<file path="src/verilog/fds_pkg.sv">
`default_nettype none
package fds_pkg;

   // Register offsets on the host I/O bus.
   localparam logic [9:0] ADDR_STATUS_A = 10'h3F0;
   localparam logic [9:0] ADDR_STATUS_B = 10'h3F1;
   localparam logic [9:0] ADDR_DRV_OUT  = 10'h3F2;
   localparam logic [9:0] ADDR_DIG_IN   = 10'h3F7;

   // Field positions in the drive output register.
   localparam int DOR_SEL_LSB  = 0;
   localparam int DOR_RST_N    = 2;
   localparam int DOR_DMA_GATE = 3;
   localparam int DOR_MOT0     = 4;
   localparam int DOR_MOT1     = 5;

   // Reset values.
   localparam logic [7:0] DOR_RESET   = 8'h00;
   localparam logic [1:0] DSEL_N_IDLE = 2'h3;

   // Soft reset minimum hold, in ns, and clock rate in MHz.
   localparam int SOFT_RST_NS = 100;
   localparam int CLK_MHZ     = 200;
   localparam int SOFT_RST_CYC = (SOFT_RST_NS * CLK_MHZ + 999) / 1000;

   // Operating modes of the status registers.
   typedef enum logic [1:0] {
      MODE_BASIC,
      MODE_EXTENDED,
      MODE_ALTERNATE
   } fds_mode_t;

   // Drive-side input pins, true levels.
   typedef struct packed {
      logic indexPulseInput;
      logic trackZeroInput;
      logic writeProtect;
      logic readData;
   } fds_drive_in_t;

   // Levels coming from the controller core on this clock.
   typedef struct packed {
      logic dirInward;
      logic headSideSelect;
      logic stepOut;
      logic writeGateOut;
      logic writeData;
      logic coreIrq;
      logic coreDrq;
   } fds_core_in_t;

   // Host bus pins as sampled.
   typedef struct packed {
      logic [9:0] addr;
      logic [7:0] data;
      logic       readN;
      logic       writeN;
   } fds_host_in_t;

endpackage
`default_nettype wire

</file>
<file path="src/verilog/fds_sync.sv">
`timescale 1ns/100ps
`default_nettype none
module fds_sync #(
   parameter int          W       = 1,
   parameter logic [W-1:0] RST_VAL = '0
) (
   // Clock and reset.
   input  wire logic         ref_clk,
   input  wire logic         nrst,
   // Asynchronous input and its synchronised copy.
   input  wire logic [W-1:0] asyncIn,
   output var  logic [W-1:0] syncOut
);

   logic [W-1:0] meta_q;

   // Two-stage synchroniser; the first stage feeds only the second.
   always_ff @(posedge ref_clk or negedge nrst) begin
      if (!nrst) begin
         meta_q  <= RST_VAL;
         syncOut <= RST_VAL;
      end else begin
         meta_q  <= asyncIn;
         syncOut <= meta_q;
      end
   end

endmodule
`default_nettype wire

</file>
<file path="src/verilog/fds_regs.sv">
`timescale 1ns/100ps
`default_nettype none
// Notes on behaviour
// - Extended A: direction, index, track, step, irq.
// - Extended A: true head side, inverted protect.
// - Extended A bit 6 always one.
// - Alternate A: inverted/true pin levels, DMA request.
// - Alternate A step latch, cleared by reads/resets.
// - Basic mode status reads leave bus undriven.
// - Extended B: motor mirrors, live write gate.
// - Extended B toggles on read/write data edges.
// - Extended B bit 5 mirrors drive select 0.
// - Extended B bits 6, 7 read one.
// - Alternate B: select levels, unsupported bits one.
// - Alternate B write gate latch, read clears.
// - Alternate B data latches, ungated by gate.
// - Drive output register: any-time write, zero reset.
// - Binary drive number, one select active.
// - Bit 2 zero holds controller in reset.
// - Soft reset held at least 100 ns.
// - Basic/alternate: bit 3 gates DMA and interrupt.
// - Extended: DMA and interrupt always enabled.
// - Bits 4, 5 drive motor outputs.
// - Status A read-only; writes ignored.
module fds_regs (
   // Clock and reset.
   input  wire logic                   ref_clk,
   input  wire logic                   nrst,
   // Static mode selection.
   input  wire fds_pkg::fds_mode_t     modeSel,
   // Host bus pins.
   input  wire fds_pkg::fds_host_in_t  hostPins,
   output var  logic [7:0]             hostDataOut,
   output var  logic                   hostDataOe,
   // Drive pins and controller core levels.
   input  wire fds_pkg::fds_drive_in_t drivePins,
   input  wire fds_pkg::fds_core_in_t  coreIn,
   // Drive-side and system outputs.
   output var  logic [1:0]             driveSelectOutN,
   output var  logic [1:0]             motorOut,
   output var  logic                   softResetN,
   output var  logic                   floppyIrqOut,
   output var  logic                   dmaReqOut,
   output var  logic                   dmaReqOe,
   output var  logic                   ackTcEnable
);

   fds_pkg::fds_host_in_t  host;
   fds_pkg::fds_drive_in_t drv;

   // Pins from outside the clock domain are synchronised first.
   fds_sync #(.W(22), .RST_VAL(22'h000003)) uHostSync (
      .ref_clk (ref_clk),
      .nrst    (nrst),
      .asyncIn (hostPins),
      .syncOut (host)
   );

   fds_sync #(.W(4), .RST_VAL(4'h0)) uDriveSync (
      .ref_clk (ref_clk),
      .nrst    (nrst),
      .asyncIn (drivePins),
      .syncOut (drv)
   );

   // Address compare shared by read and write decode.
   function automatic logic hit(input logic [9:0] a, input logic [9:0] ref_a);
      hit = (a == ref_a);
   endfunction

   // Control state.
   logic [7:0] dor_q, dor_d;
   logic [4:0] rstCnt_q, rstCnt_d;
   logic       softResetN_d;
   logic       rdPrev_q, wrPrev_q;
   logic [1:0] dselN_d, motor_d;
   logic       irq_d, drq_d, drqOe_d, ackEn_d;
   logic       rdStart, wrEnd, dirRead, swReset, gateOn;

   localparam logic [4:0] RST_CYC = 5'(fds_pkg::SOFT_RST_CYC);

   assign rdStart = rdPrev_q && !host.readN;
   assign wrEnd   = !wrPrev_q && host.writeN;
   assign dirRead = rdStart && hit(host.addr, fds_pkg::ADDR_DIG_IN);
   assign swReset = !softResetN;

   // Register writes, soft reset stretching and output decode.
   always_comb begin
      dor_d = dor_q;
      // Only the drive output register takes writes; status A ignores them.
      if (wrEnd && hit(host.addr, fds_pkg::ADDR_DRV_OUT)) begin
         dor_d = host.data;
      end
      // Reset bit low reloads the hold count, so toggling still lasts.
      rstCnt_d = rstCnt_q;
      if (!dor_d[fds_pkg::DOR_RST_N]) begin
         rstCnt_d = RST_CYC;
      end else if (rstCnt_q != 5'h00) begin
         rstCnt_d = rstCnt_q - 5'h01;
      end
      softResetN_d = dor_d[fds_pkg::DOR_RST_N] && (rstCnt_d == 5'h00);
      // Binary drive number selects one drive when its motor is on.
      dselN_d = fds_pkg::DSEL_N_IDLE;
      if (dor_d[1:0] == 2'h0 && dor_d[fds_pkg::DOR_MOT0]) begin
         dselN_d = 2'h2;
      end else if (dor_d[1:0] == 2'h1 && dor_d[fds_pkg::DOR_MOT1]) begin
         dselN_d = 2'h1;
      end
      motor_d = {dor_d[fds_pkg::DOR_MOT1], dor_d[fds_pkg::DOR_MOT0]};
      // Extended mode keeps the DMA and interrupt pins always on.
      gateOn  = (modeSel == fds_pkg::MODE_EXTENDED)
                || dor_d[fds_pkg::DOR_DMA_GATE];
      irq_d   = gateOn && coreIn.coreIrq;
      drq_d   = gateOn && coreIn.coreDrq;
      drqOe_d = gateOn;
      ackEn_d = gateOn;
   end

   // Control registers.
   always_ff @(posedge ref_clk or negedge nrst) begin
      if (!nrst) begin
         dor_q           <= fds_pkg::DOR_RESET;
         rstCnt_q        <= 5'h00;
         softResetN      <= 1'b0;
         rdPrev_q        <= 1'b1;
         wrPrev_q        <= 1'b1;
         driveSelectOutN <= fds_pkg::DSEL_N_IDLE;
         motorOut        <= 2'h0;
         floppyIrqOut    <= 1'b0;
         dmaReqOut       <= 1'b0;
         dmaReqOe        <= 1'b0;
         ackTcEnable     <= 1'b0;
      end else begin
         dor_q           <= dor_d;
         rstCnt_q        <= rstCnt_d;
         softResetN      <= softResetN_d;
         rdPrev_q        <= host.readN;
         wrPrev_q        <= host.writeN;
         driveSelectOutN <= dselN_d;
         motorOut        <= motor_d;
         floppyIrqOut    <= irq_d;
         dmaReqOut       <= drq_d;
         dmaReqOe        <= drqOe_d;
         ackTcEnable     <= ackEn_d;
      end
   end

   // Status state: edge history, toggles and latches.
   logic stepPrev_q, wgPrev_q, wdPrev_q, rdataPrev_q;
   logic rdTgl_q, rdTgl_d, wdTgl_q, wdTgl_d;
   logic stepLat_q, stepLat_d, wgLat_q, wgLat_d;
   logic rdLat_q, rdLat_d, wdLat_q, wdLat_d;
   logic [7:0] statA, statB, rdVal, dataOut_d;
   logic       dataOe_d, rdFall, wdFall;

   assign rdFall = rdataPrev_q && !drv.readData;
   assign wdFall = wdPrev_q && !coreIn.writeData;

   // Toggles, latches and the host read mux.
   always_comb begin
      // Toggle bits flip on every inactive-going data edge.
      rdTgl_d = rdTgl_q ^ rdFall;
      wdTgl_d = wdTgl_q ^ wdFall;
      // Latches clear on a digital input read; a new edge wins.
      stepLat_d = stepLat_q;
      if (dirRead || swReset) begin
         stepLat_d = 1'b0;
      end
      if (!stepPrev_q && coreIn.stepOut) begin
         stepLat_d = 1'b1;
      end
      wgLat_d = (wgLat_q && !dirRead)
                || (!wgPrev_q && coreIn.writeGateOut);
      rdLat_d = (rdLat_q && !dirRead) || rdFall;
      wdLat_d = (wdLat_q && !dirRead) || wdFall;
      // Layouts of the two status registers by mode.
      if (modeSel == fds_pkg::MODE_ALTERNATE) begin
         statA = {floppyIrqOut, dmaReqOut, stepLat_q,
                  drv.trackZeroInput, !coreIn.headSideSelect,
                  drv.indexPulseInput, drv.writeProtect, !coreIn.dirInward};
         statB = {1'b1, driveSelectOutN[1], driveSelectOutN[0],
                  wdLat_q, rdLat_q, wgLat_q, 2'h3};
      end else begin
         statA = {floppyIrqOut, 1'b1, coreIn.stepOut,
                  !drv.trackZeroInput, coreIn.headSideSelect,
                  !drv.indexPulseInput, !drv.writeProtect, coreIn.dirInward};
         statB = {2'h3, dor_q[fds_pkg::DOR_SEL_LSB],
                  wdTgl_q, rdTgl_q, coreIn.writeGateOut, motorOut};
      end
      // Read decode; basic mode leaves status reads undriven.
      rdVal    = 8'h00;
      dataOe_d = 1'b0;
      if (!host.readN) begin
         if (hit(host.addr, fds_pkg::ADDR_DRV_OUT)) begin
            rdVal    = dor_q;
            dataOe_d = 1'b1;
         end else if (modeSel != fds_pkg::MODE_BASIC) begin
            if (hit(host.addr, fds_pkg::ADDR_STATUS_A)) begin
               rdVal    = statA;
               dataOe_d = 1'b1;
            end else if (hit(host.addr, fds_pkg::ADDR_STATUS_B)) begin
               rdVal    = statB;
               dataOe_d = 1'b1;
            end
         end
      end
      // Hold the last value while the read strobe stays low.
      dataOut_d = rdStart ? rdVal : hostDataOut;
      if (host.readN) begin
         dataOut_d = 8'h00;
      end
   end

   // Status registers and bus drivers.
   always_ff @(posedge ref_clk or negedge nrst) begin
      if (!nrst) begin
         stepPrev_q  <= 1'b0;
         wgPrev_q    <= 1'b0;
         wdPrev_q    <= 1'b0;
         rdataPrev_q <= 1'b0;
         rdTgl_q     <= 1'b0;
         wdTgl_q     <= 1'b0;
         stepLat_q   <= 1'b0;
         wgLat_q     <= 1'b0;
         rdLat_q     <= 1'b0;
         wdLat_q     <= 1'b0;
         hostDataOut <= 8'h00;
         hostDataOe  <= 1'b0;
      end else begin
         stepPrev_q  <= coreIn.stepOut;
         wgPrev_q    <= coreIn.writeGateOut;
         wdPrev_q    <= coreIn.writeData;
         rdataPrev_q <= drv.readData;
         rdTgl_q     <= rdTgl_d;
         wdTgl_q     <= wdTgl_d;
         stepLat_q   <= stepLat_d;
         wgLat_q     <= wgLat_d;
         rdLat_q     <= rdLat_d;
         wdLat_q     <= wdLat_d;
         hostDataOut <= dataOut_d;
         hostDataOe  <= dataOe_d;
      end
   end

endmodule
`default_nettype wire

</file>
<file path="config.mk">
export PLATFORM = sky130hd
export DESIGN_NAME = fds_regs
export DESIGN_NICKNAME = d
export VERILOG_FILES = /design/src/verilog/fds_pkg.sv /design/src/verilog/fds_sync.sv /design/src/verilog/fds_regs.sv
export SDC_FILE = /design/constraint.sdc
export NUM_CORES = 1
export LEC_CHECK = 0
export ABC_AREA = 1
export BUFFER_PORTS_ARGS = -buffer_cell sky130_fd_sc_hd__buf_2
export CAP_MARGIN = 40
export CORE_UTILIZATION = 50
export DETAILED_ROUTE_END_ITERATION = 12
export PLACE_DENSITY = 0.68
export SETUP_SLACK_MARGIN = 0.3
export SLEW_MARGIN = 20
export SYNTH_ARGS = -nofsm -noshare
export SYNTH_HDL_FRONTEND = slang
export SYNTH_SLANG_ARGS = --single-unit
</file>
<file path="constraint.sdc">
create_clock -name ref_clk -period 1.9 [get_ports ref_clk]
set_input_delay 0.19 -clock ref_clk [delete_from_list [all_inputs] [get_ports ref_clk]]
set_output_delay 0.19 -clock ref_clk [all_outputs]
set_load 0.05 [all_outputs]
</file>
==> impl_metrics.yaml, run 1 <==
run_status:
  status: "complete, but fails checks"
  violations: "DRC"
global_routing:
  antenna_found_initial: 0
  grt_pass1_vias: 2321
  overflow: 0
  grt_max_degree: 41
  grt_usage: 0.201
  grt_first_pass_wirelength_mm: 10.6
yosys:
  synth_compound_gate_area_share: 0.0437
  synth_seq_cells: 88
  synth.yosys.seq_area_share: 0.660
  synthSimpleGateAreaFrac: 0.217
  synth.distinct_cells: 32
  synth_ff_type: "dfrtp_1"
  synth_edf_count: 0
  yosys.area_share.xor_xnor: 0.00784
  syn-cell-area_um2: 3350
  synth_top_family_by_area: "simple AND/OR/NAND/NOR gates"
  async_flop_share: 1.00
  synth_fa_ha_area_frac: 0.00373
  syn-num-nets: 362
  yosysWarnings: 0
  synth_area_per_cell_um2: 10.3
  syn-instance-count: 326
  synth_mux_area_frac: 0.00672
sta:
  slew_headroom: 0.661
  clock_skew_ns: 0.0103
  layout_min_cycle_time_ns: 1.53
  setup_viol: 0
  rsz0062_at_grt: "true"
  fmax_mhz: 652
  final.setup.tns_ns: 0
  setup_ws_ns: 0.366
  fin_crit_sh: 0.807
  finalHoldViolations: 0
  timing_max_transition_violations_final: 0
  worstMarginPinSlew_ns: 0.507
cells_and_area:
  insertedDiodeCount: 0
  postLayoutCellArea_um2: 4300
  postLayoutCoreUtil: 0.669
  drive_above_1_share: 0.290
  area_delta_synth_final_pct: 28.2
  finalNetCount: 465
min_path:
  min_path_type: "in2reg"
detailed_routing:
  routed-via-count: 2423
  ant_nets: 0
  first_pass_iters: 8
  drtIter0Drc: 90
  wirelength_mm: 6.30
  drcViolationCount: 10
  routedWlPerCell_um: 12.3
  vias_per_cell: 4.74
clock_network:
  path_clk_slew_ns: 0.09
  cts_buffer_depth: 2
  cts_tree: "yes"
  clk_latency_ns: 0.36
  htreeDepth: 3
  cts_sinks: 88
  numCtsBuffers: 9
  cts_root_buf: "clkbuf_8"
placed_design:
  hpwl_mm: 4.32
  place_area_um2: 3730
  pre_cts_ws_ns: 0.315
  gp_congestion: 0.946
  numPortBuffers: 52
pwr:
  power.density_nw_per_um2: 804
  vdd_ir_drop_max_uv: 480
  p_leak_uw: 0.00230
worst_setup_path:
  cp-start-kind: "flip-flop"
  critPathRequiredTime_ns: 2.19
  worstPathArrival_ns: 1.82
  path_max_fanout: 5
  worst-setup-path-type: "reg2reg"
  crit_path_end_kind: "flip-flop"
floorplanning:
  start_util: 0.522
  row_count: 29
  core_area_um2: 6420
  die_area_um2: 7040
  die_w_um: 83.9
  pin_count: 53
  die_y_um: 83.9
flow_run:
  drv_cap: 0
==> power by group <==
part	total, uW	internal [uW]	switching [uW]
Sequential	2010	1960	43.2
Clock	1170	512	655
Combinational	280	125	155
==> final timing paths <==
path,startpoint,end,slack [ns],cells past startpoint
max in group asynchronous,nrst,wrPrev_q$_DFF_PN1_,0.93,3
worst min register to register,uHostSync.meta_q[11]$_DFF_PN0_,uHostSync.syncOut[11]$_DFF_PN0_,0.35,0
worst min-delay path,coreIn[0],dmaReqOut$_DFF_PN0_,0.03,3
min in group asynchronous,nrst,wdPrev_q$_DFF_PN0_,0.32,2
worst max-delay path,rstCnt_q[0]$_DFF_PN0_,softResetN$_DFF_PN0_,0.37,8
worst max register to register,rstCnt_q[0]$_DFF_PN0_,softResetN$_DFF_PN0_,0.37,8
==> area by class of cell <==
type,instances,area [um^2]
clock buffers,10,138
well taps,77,96.3
clock inverters,6,42.5
flip-flops and latches,88,2210
repair buffers,97,683
multi-input cells,188,955
fillers,517,2130
inverters,45,169
==> critical path, stage by stage, from the launching register on <==
cell and delay (ns):
dfrtp_1 0.39, inv_1 0.09, ha_2 0.21, nand3b_1 0.20
nand2_1 0.12, o21ai_0 0.11, nor2_1 0.16, nand3_2 0.08
nor2_1 0.10
==> cell usage after synthesis (all sizes together) (2+ instances only) <==
library cell	instances	share of area
nand2	97	0.11
dfrtp	80	0.60
inv	45	0.050
nand3	29	0.046
nor2	27	0.043
o21ai	13	0.023
dfstp	8	0.063
buf	5	0.010
nor3	4	0.0075
a21oi	3	0.0067
mux2	2	0.0067
o22ai	2	0.0037
xnor2	2	0.0052
==> sequential cells by signal, indices dropped and copies added, names as in the netlist, 2 cells and up <==
| register | flops |
|---|---|
| rstCnt_q | 5 |
| dor_q | 7 |
| uDriveSync.meta_q | 4 |
| driveSelectOutN | 2 |
| hostDataOut | 8 |
| uDriveSync.syncOut | 4 |
| uHostSync.meta_q | 20 |
| uHostSync.syncOut | 20 |
==> placed cells by master, fill, tap and decap left out, types with 3 or more instances in the layout <==
cell / count
nor2_2: 4
inv_2: 6
dlygate4sd3_1: 28
clkbuf_8: 10
nor2_1: 18
nand2_2: 3
nor2_4: 5
nand3_2: 3
nor3_1: 3
dfstp_2: 8
inv_1: 39
buf_4: 17
dfrtp_1: 79
nand2_1: 94
nand3_1: 26
o21ai_0: 11
buf_2: 51
==> per-stage QoR <==
stage,power (uW),instances,hold WS (ns)
2_1_floorplan,2160,326,-0.106
3_3_place_gp,2270,455,0.183
3_5_place_dp,2280,455,0.181
4_1_cts,3500,499,0.00135
5_1_grt,3620,511,0.0164
6_report,3450,511,0.0257
==> per-layer routing <==
metal / GRT usage / routed length (um)
met5: 0 / 0
met4: 0.103 / 156
met3: 0.0593 / 350
met2: 0.309 / 2970
met1: 0.260 / 2830
==> what timing repair did <==
| item | in CTS | in global routing |
|---|---|---|
| resized for setup | 0 | 6 |
| pin swaps | 1 | 4 |
| hold buffers | 28 | 0 |
| hold endpoints to repair | 59 | 0 |
| setup endpoints to repair | 1 | 15 |
| buffers inserted | 0 | 12 |
==> kinds of logic (layout without fill, tap and decap cells) <==
kind of cell	count (synthesis)	after routing
muxes	2	2
DFF	88	88
adders and majority gates	1	1
and+or+nand+nor	160	160
buffers and inverters	50	158
xor gates and xnor gates	3	3
AOI/OAI and AO/OA	22	22
(Power assumes the default switching activity.)
==> inputs of run 2 (changes only) <==
--- a/config.mk
+++ b/config.mk
@@ -10,7 +10,7 @@
 export CAP_MARGIN = 40
 export CORE_UTILIZATION = 50
 export DETAILED_ROUTE_END_ITERATION = 12
-export PLACE_DENSITY = 0.68
+export PLACE_DENSITY = 0.71
 export SETUP_SLACK_MARGIN = 0.3
 export SLEW_MARGIN = 20
 export SYNTH_ARGS = -nofsm -noshare
==> constraint.sdc (replaced) <==
create_clock -name ref_clk -period 1.36 [get_ports ref_clk]
set_input_delay 0.136 -clock ref_clk [delete_from_list [all_inputs] [get_ports ref_clk]]
set_output_delay 0.136 -clock ref_clk [all_outputs]
set_load 0.05 [all_outputs]
==> impl_metrics.yaml, run 2 (same netlist as run 1, synthesis figures left out) <==
pwr:
  p_leak_uw: 0.00259
  power.density_nw_per_um2: 1010
  vdd_ir_drop_max_uv: 895
worst_setup_path:
  rrSetupSlack_ns: -0.20
  crit_chain: "buf_6, nor2_4, nand3_4, nor2_4, nand2_4, o211ai_4, nand2_1, inv_1"
  crit_slowest_cell: "dfrtp_2"
  regToRegStartpoint: "uHostSync.syncOut[13]$_DFF_PN0_"
  critPathRequiredTime_ns: 1.66
  cp-start-kind: "flip-flop"
  crit_path_end_kind: "flip-flop"
  r2r_cells: 8
  r2r_end: "floppyIrqOut$_DFF_PN0_"
  worst-setup-path-type: "reg2reg"
  startpoint: "uHostSync.syncOut[13]$_DFF_PN0_"
  path_max_fanout: 5
  cp_common_cell: "nor2_4"
  max_stage_delay_ns: 0.43
  worstPathArrival_ns: 1.86
clock_network:
  cts_tree: "yes"
  numCtsBuffers: 9
  htreeDepth: 3
  path_clk_slew_ns: 0.09
  cts_buffer_depth: 2
  clk_latency_ns: 0.35
  cts_root_buf: "clkbuf_8"
  cts_sinks: 88
cells_and_area:
  finalNetCount: 500
  top_regs: "uHostSync.meta_q (20), uHostSync.syncOut (20), hostDataOut (8)"
  area_delta_synth_final_pct: 50.3
  final_common_cell: "nand2_1"
  mostFrequentLayoutCells: "nand2_1, dfrtp_1, inv_1"
  stdcell_count: 546
  drive_above_1_share: 0.422
  insertedDiodeCount: 0
run_status:
  status: "complete, but fails checks"
  violations: "DRC, setup timing"
flow_run:
  drv_cap: 0
global_routing:
  grt_first_pass_wirelength_mm: 11.9
  overflow: 0
  antenna_found_initial: 0
  grt_usage: 0.220
  grt_max_degree: 89
  grt_pass1_vias: 2595
sta:
  setup_viol: 24
  fmax_mhz: 640
  finalHoldViolations: 0
  setup_ws_ns: -0.202
  rsz0062_at_grt: "true"
  worstMarginPinSlew_ns: 0.504
  final.setup.tns_ns: -2.75
  slew_headroom: 0.662
  timing_max_transition_violations_final: 0
  layout_min_cycle_time_ns: 1.56
  fin_crit_sh: 1.15
  clock_skew_ns: 0.0120
placed_design:
  gp_congestion: 0.883
  numPortBuffers: 52
  dp.cells: 472
  hpwl_mm: 4.20
  pre_cts_ws_ns: -0.121
detailed_routing:
  routed-via-count: 2775
  drtIter0Drc: 202
  first_pass_iters: 9
  ant_nets: 0
  wirelength_mm: 7.83
  routedWlPerCell_um: 14.3
  drcViolationCount: 8
  vias_per_cell: 5.08
floorplanning:
  start_util: 0.522
  die_area_um2: 7040
  die_w_um: 83.9
  core_area_um2: 6420
  pin_count: 53
  die_y_um: 83.9
  row_count: 29
min_path:
  whs_path_depth: 3
  hold-path-endpoint: "stepLat_q$_DFFE_PN0P_"
  hp-start: "coreIn[4]"
  min_path_type: "in2reg"
[run 2: cell types whose count changed in the layout (fill, tap and decap cells not counted), sizes merged]
cell         previous run  this run
buf                    69       101
clkinv                  3         1
dlygate4sd3            28        30
bufinv                  0         1
inv                    46        47
nand4                   1         2
[run 2: stage by stage]
step	utilization	area [um^2]	total power, uW	hold WS (ns)
after floorplan	-	3390	3020	-0.160
after global placement	0.607	3900	3200	0.198
after detailed placement	0.607	3900	3210	0.207
after CTS	0.745	4790	5100	0.0646
after global routing	0.784	5040	5330	0.0955
final	0.784	5040	5110	0.117
[run 2: metal layers]
metal	track usage	up-vias	wire, um
met1	0.282	1342	3090
met2	0.371	120	4110
li1	-	1288	-
met4	0.0784	0	207
met5	0	-	0
met3	0.0475	25	424
[run 2: how the worst max path moves through the flow]
stage | slack, ns | endpoint
after global routing | -0.31 | hostDataOut[4]$_DFFE_PN0P_
after CTS | -0.04 | hostDataOut[1]$_DFFE_PN0P_
after floorplan | 0.03 | softResetN$_DFF_PN0_
after detailed placement | -0.12 | floppyIrqOut$_DFF_PN0_
after global placement | -0.12 | dmaReqOut$_DFF_PN0_
final | -0.20 | floppyIrqOut$_DFF_PN0_
[run 2: repair_timing]
action                                  CTS  global route
pin swaps                                18            22
endpoints found under the setup margin   50            50
cloned                                    1             0
resized for setup                        81            32
buffers inserted                         10            17
hold buffers                             30             0
endpoints found under the hold margin   109             0
[run 2: layout make-up]
type / instances / area, um^2
Fill cell: 382 / 1390
Sequential cell: 88 / 2210
Multi-Input combinational cell: 189 / 1210
Tap cell: 77 / 96.3
Clock inverter: 6 / 67.6
Inverter: 45 / 169
Timing Repair Buffer: 131 / 1150
Clock buffer: 10 / 128
[run 2: worst max-delay path, delay by kind of cell, from the launching register on]
family	cells	cell delay (ns)
and+or+nand+nor	5	0.65
DFF	1	0.43
AOI/OAI and AO/OA	1	0.23
buffers and inverters	2	0.21
[run 2: where the power goes]
group	internal, uW	total [uW]	switching (uW)	leakage (uW)
sequential	2740	2810	67.2	0.00105
combinational	238	512	273	0.00144
clock	859	1790	928	0.0000933
==> inputs of run 3 (changes only) <==
--- a/config.mk
+++ b/config.mk
@@ -6,11 +6,12 @@
 export NUM_CORES = 1
 export LEC_CHECK = 0
 export ABC_AREA = 1
-export BUFFER_PORTS_ARGS = -buffer_cell sky130_fd_sc_hd__buf_2
 export CAP_MARGIN = 40
 export CORE_UTILIZATION = 50
 export DETAILED_ROUTE_END_ITERATION = 12
-export PLACE_DENSITY = 0.71
+export DONT_BUFFER_PORTS = 1
+export MAX_ROUTING_LAYER = met4
+export PLACE_DENSITY = 0.64
 export SETUP_SLACK_MARGIN = 0.3
 export SLEW_MARGIN = 20
 export SYNTH_ARGS = -nofsm -noshare
==> impl_metrics.yaml, run 3 (same netlist as run 1, synthesis figures left out) <==
run_status:
  status: "complete, but fails checks"
  violations: "DRC, hold timing, setup timing"
clock_network:
  cts_sinks: 88
  cts_root_buf: "clkbuf_8"
  postCtsHoldBufs: 30
  htreeDepth: 3
  numCtsBuffers: 9
  path_clk_slew_ns: 0.09
  cts_tree: "yes"
  cts_buffer_depth: 2
  clk_latency_ns: 0.36
global_routing:
  overflow: 0
  grt_first_pass_wirelength_mm: 11.7
  grt_usage: 0.227
  grt_pass1_vias: 2564
  antenna_found_initial: 0
  grt_max_degree: 89
cells_and_area:
  postLayoutCellArea_um2: 4720
  drive_above_1_share: 0.349
  finalNetCount: 452
  mostFrequentLayoutCells: "nand2_1, dfrtp_1, inv_1"
  final_common_cell: "nand2_1"
  top_regs: "uHostSync.meta_q (20), uHostSync.syncOut (20), hostDataOut (8)"
  area_delta_synth_final_pct: 40.8
  insertedDiodeCount: 0
detailed_routing:
  routedWlPerCell_um: 14.0
  vias_per_cell: 4.97
  first_pass_iters: 8
  ant_nets: 0
  wirelength_mm: 6.98
  drtIter0Drc: 134
  drcViolationCount: 8
  routed-via-count: 2474
sta:
  setup_ws_ns: -0.140
  setup_viol: 26
  fmax_mhz: 667
  timing_max_transition_violations_final: 0
  fin_crit_sh: 1.10
  worstMarginPinSlew_ns: 0.493
  hold_slack_ns: -0.538
  finalHoldViolations: 88
  clock_skew_ns: 0.00884
  layout_min_cycle_time_ns: 1.50
  slew_headroom: 0.671
  rsz0062_at_grt: "true"
min_path:
  min_path_type: "in2async"
flow_run:
  drv_cap: 0
floorplanning:
  pin_count: 53
  start_util: 0.522
  row_count: 29
  core_area_um2: 6420
  die_area_um2: 7040
  die_w_um: 83.9
  die_y_um: 83.9
placed_design:
  hpwl_mm: 4.20
  pre_cts_ws_ns: -0.111
  place_area_um2: 3690
  gp_congestion: 0.875
  numPortBuffers: 0
pwr:
  vdd_ir_drop_max_uv: 971
  p_total_uw: 5260
  power.density_nw_per_um2: 1110
  p_leak_uw: 0.00237
worst_setup_path:
  worst-setup-path-type: "reg2reg"
  critPathRequiredTime_ns: 1.63
  path_max_fanout: 6
  crit_path_end_kind: "flip-flop"
  cp-start-kind: "flip-flop"
  worstPathArrival_ns: 1.77
run 3: final timing paths:
check / start / end / slack (ns) / cells past startpoint
worst min register to register: uHostSync.meta_q[2]$_DFF_PN0_ / uHostSync.syncOut[2]$_DFF_PN0_ / 0.35 / 0
worst max-delay path: uHostSync.syncOut[13]$_DFF_PN0_ / rstCnt_q[3]$_DFF_PN0_ / -0.14 / 7
min in group ref_clk: modeSel[1] / ackTcEnable$_DFF_PN0_ / 0.08 / 3
max in group asynchronous: nrst / driveSelectOutN[0]$_DFF_PN1_ / 1.66 / 0
worst min-delay path: nrst / wgPrev_q$_DFF_PN0_ / -0.54 / 0
worst max register to register: uHostSync.syncOut[13]$_DFF_PN0_ / rstCnt_q[3]$_DFF_PN0_ / -0.14 / 7
run 3: area by class of cell:
cell class / count / area [um^2]
Clock buffer: 10 / 138
Tap cell: 77 / 96.3
Clock inverter: 6 / 97.6
Sequential cell: 88 / 2220
Inverter: 45 / 169
Fill cell: 419 / 1700
Multi-Input combinational cell: 189 / 1180
Timing Repair Buffer: 83 / 822
run 3: what timing repair did:
action / CTS / global route
endpoints found under the hold margin: 122 / 88
setup endpoints to repair: 50 / 48
buffers inserted: 14 / 8
cloned: 1 / 0
resized for setup: 58 / 23
pin swaps: 16 / 30
run 3: metrics by stage:
step                std cells   util  setup TNS (ns)
global route              498  0.735           -4.31
floorplan                 326      -               0
detailed placement        429  0.575          -0.886
CTS                       490  0.709           -1.04
finish                    498  0.735           -1.83
global placement          429  0.575          -0.434
run 3: routing by layer:
metal / GRT usage / vias to the layer above / part of all wire
met5: - / - / 0
met4: 0.108 / 0 / 0.031
met3: 0.0564 / 21 / 0.043
met2: 0.367 / 59 / 0.51
met1: 0.269 / 1204 / 0.41
li1: - / 1190 / -
run 3: power breakdown:
group | total [uW] | switching [uW] | internal (uW) | leakage, uW
clock | 2050 | 936 | 1110 | 0.000119
sequential | 2810 | 67.4 | 2740 | 0.00105
combinational | 397 | 197 | 200 | 0.00120
total | 5260 | 1200 | 4060 | 0.00237
run 3: critical path, stage by stage, from the launching register on:
cell	delay, ns
dfrtp_2	0.45
inv_2	0.08
nand2_2	0.06
nor2_4	0.14
nand4_4	0.19
o21ai_4	0.27
inv_2	0.09
nor3_2	0.13
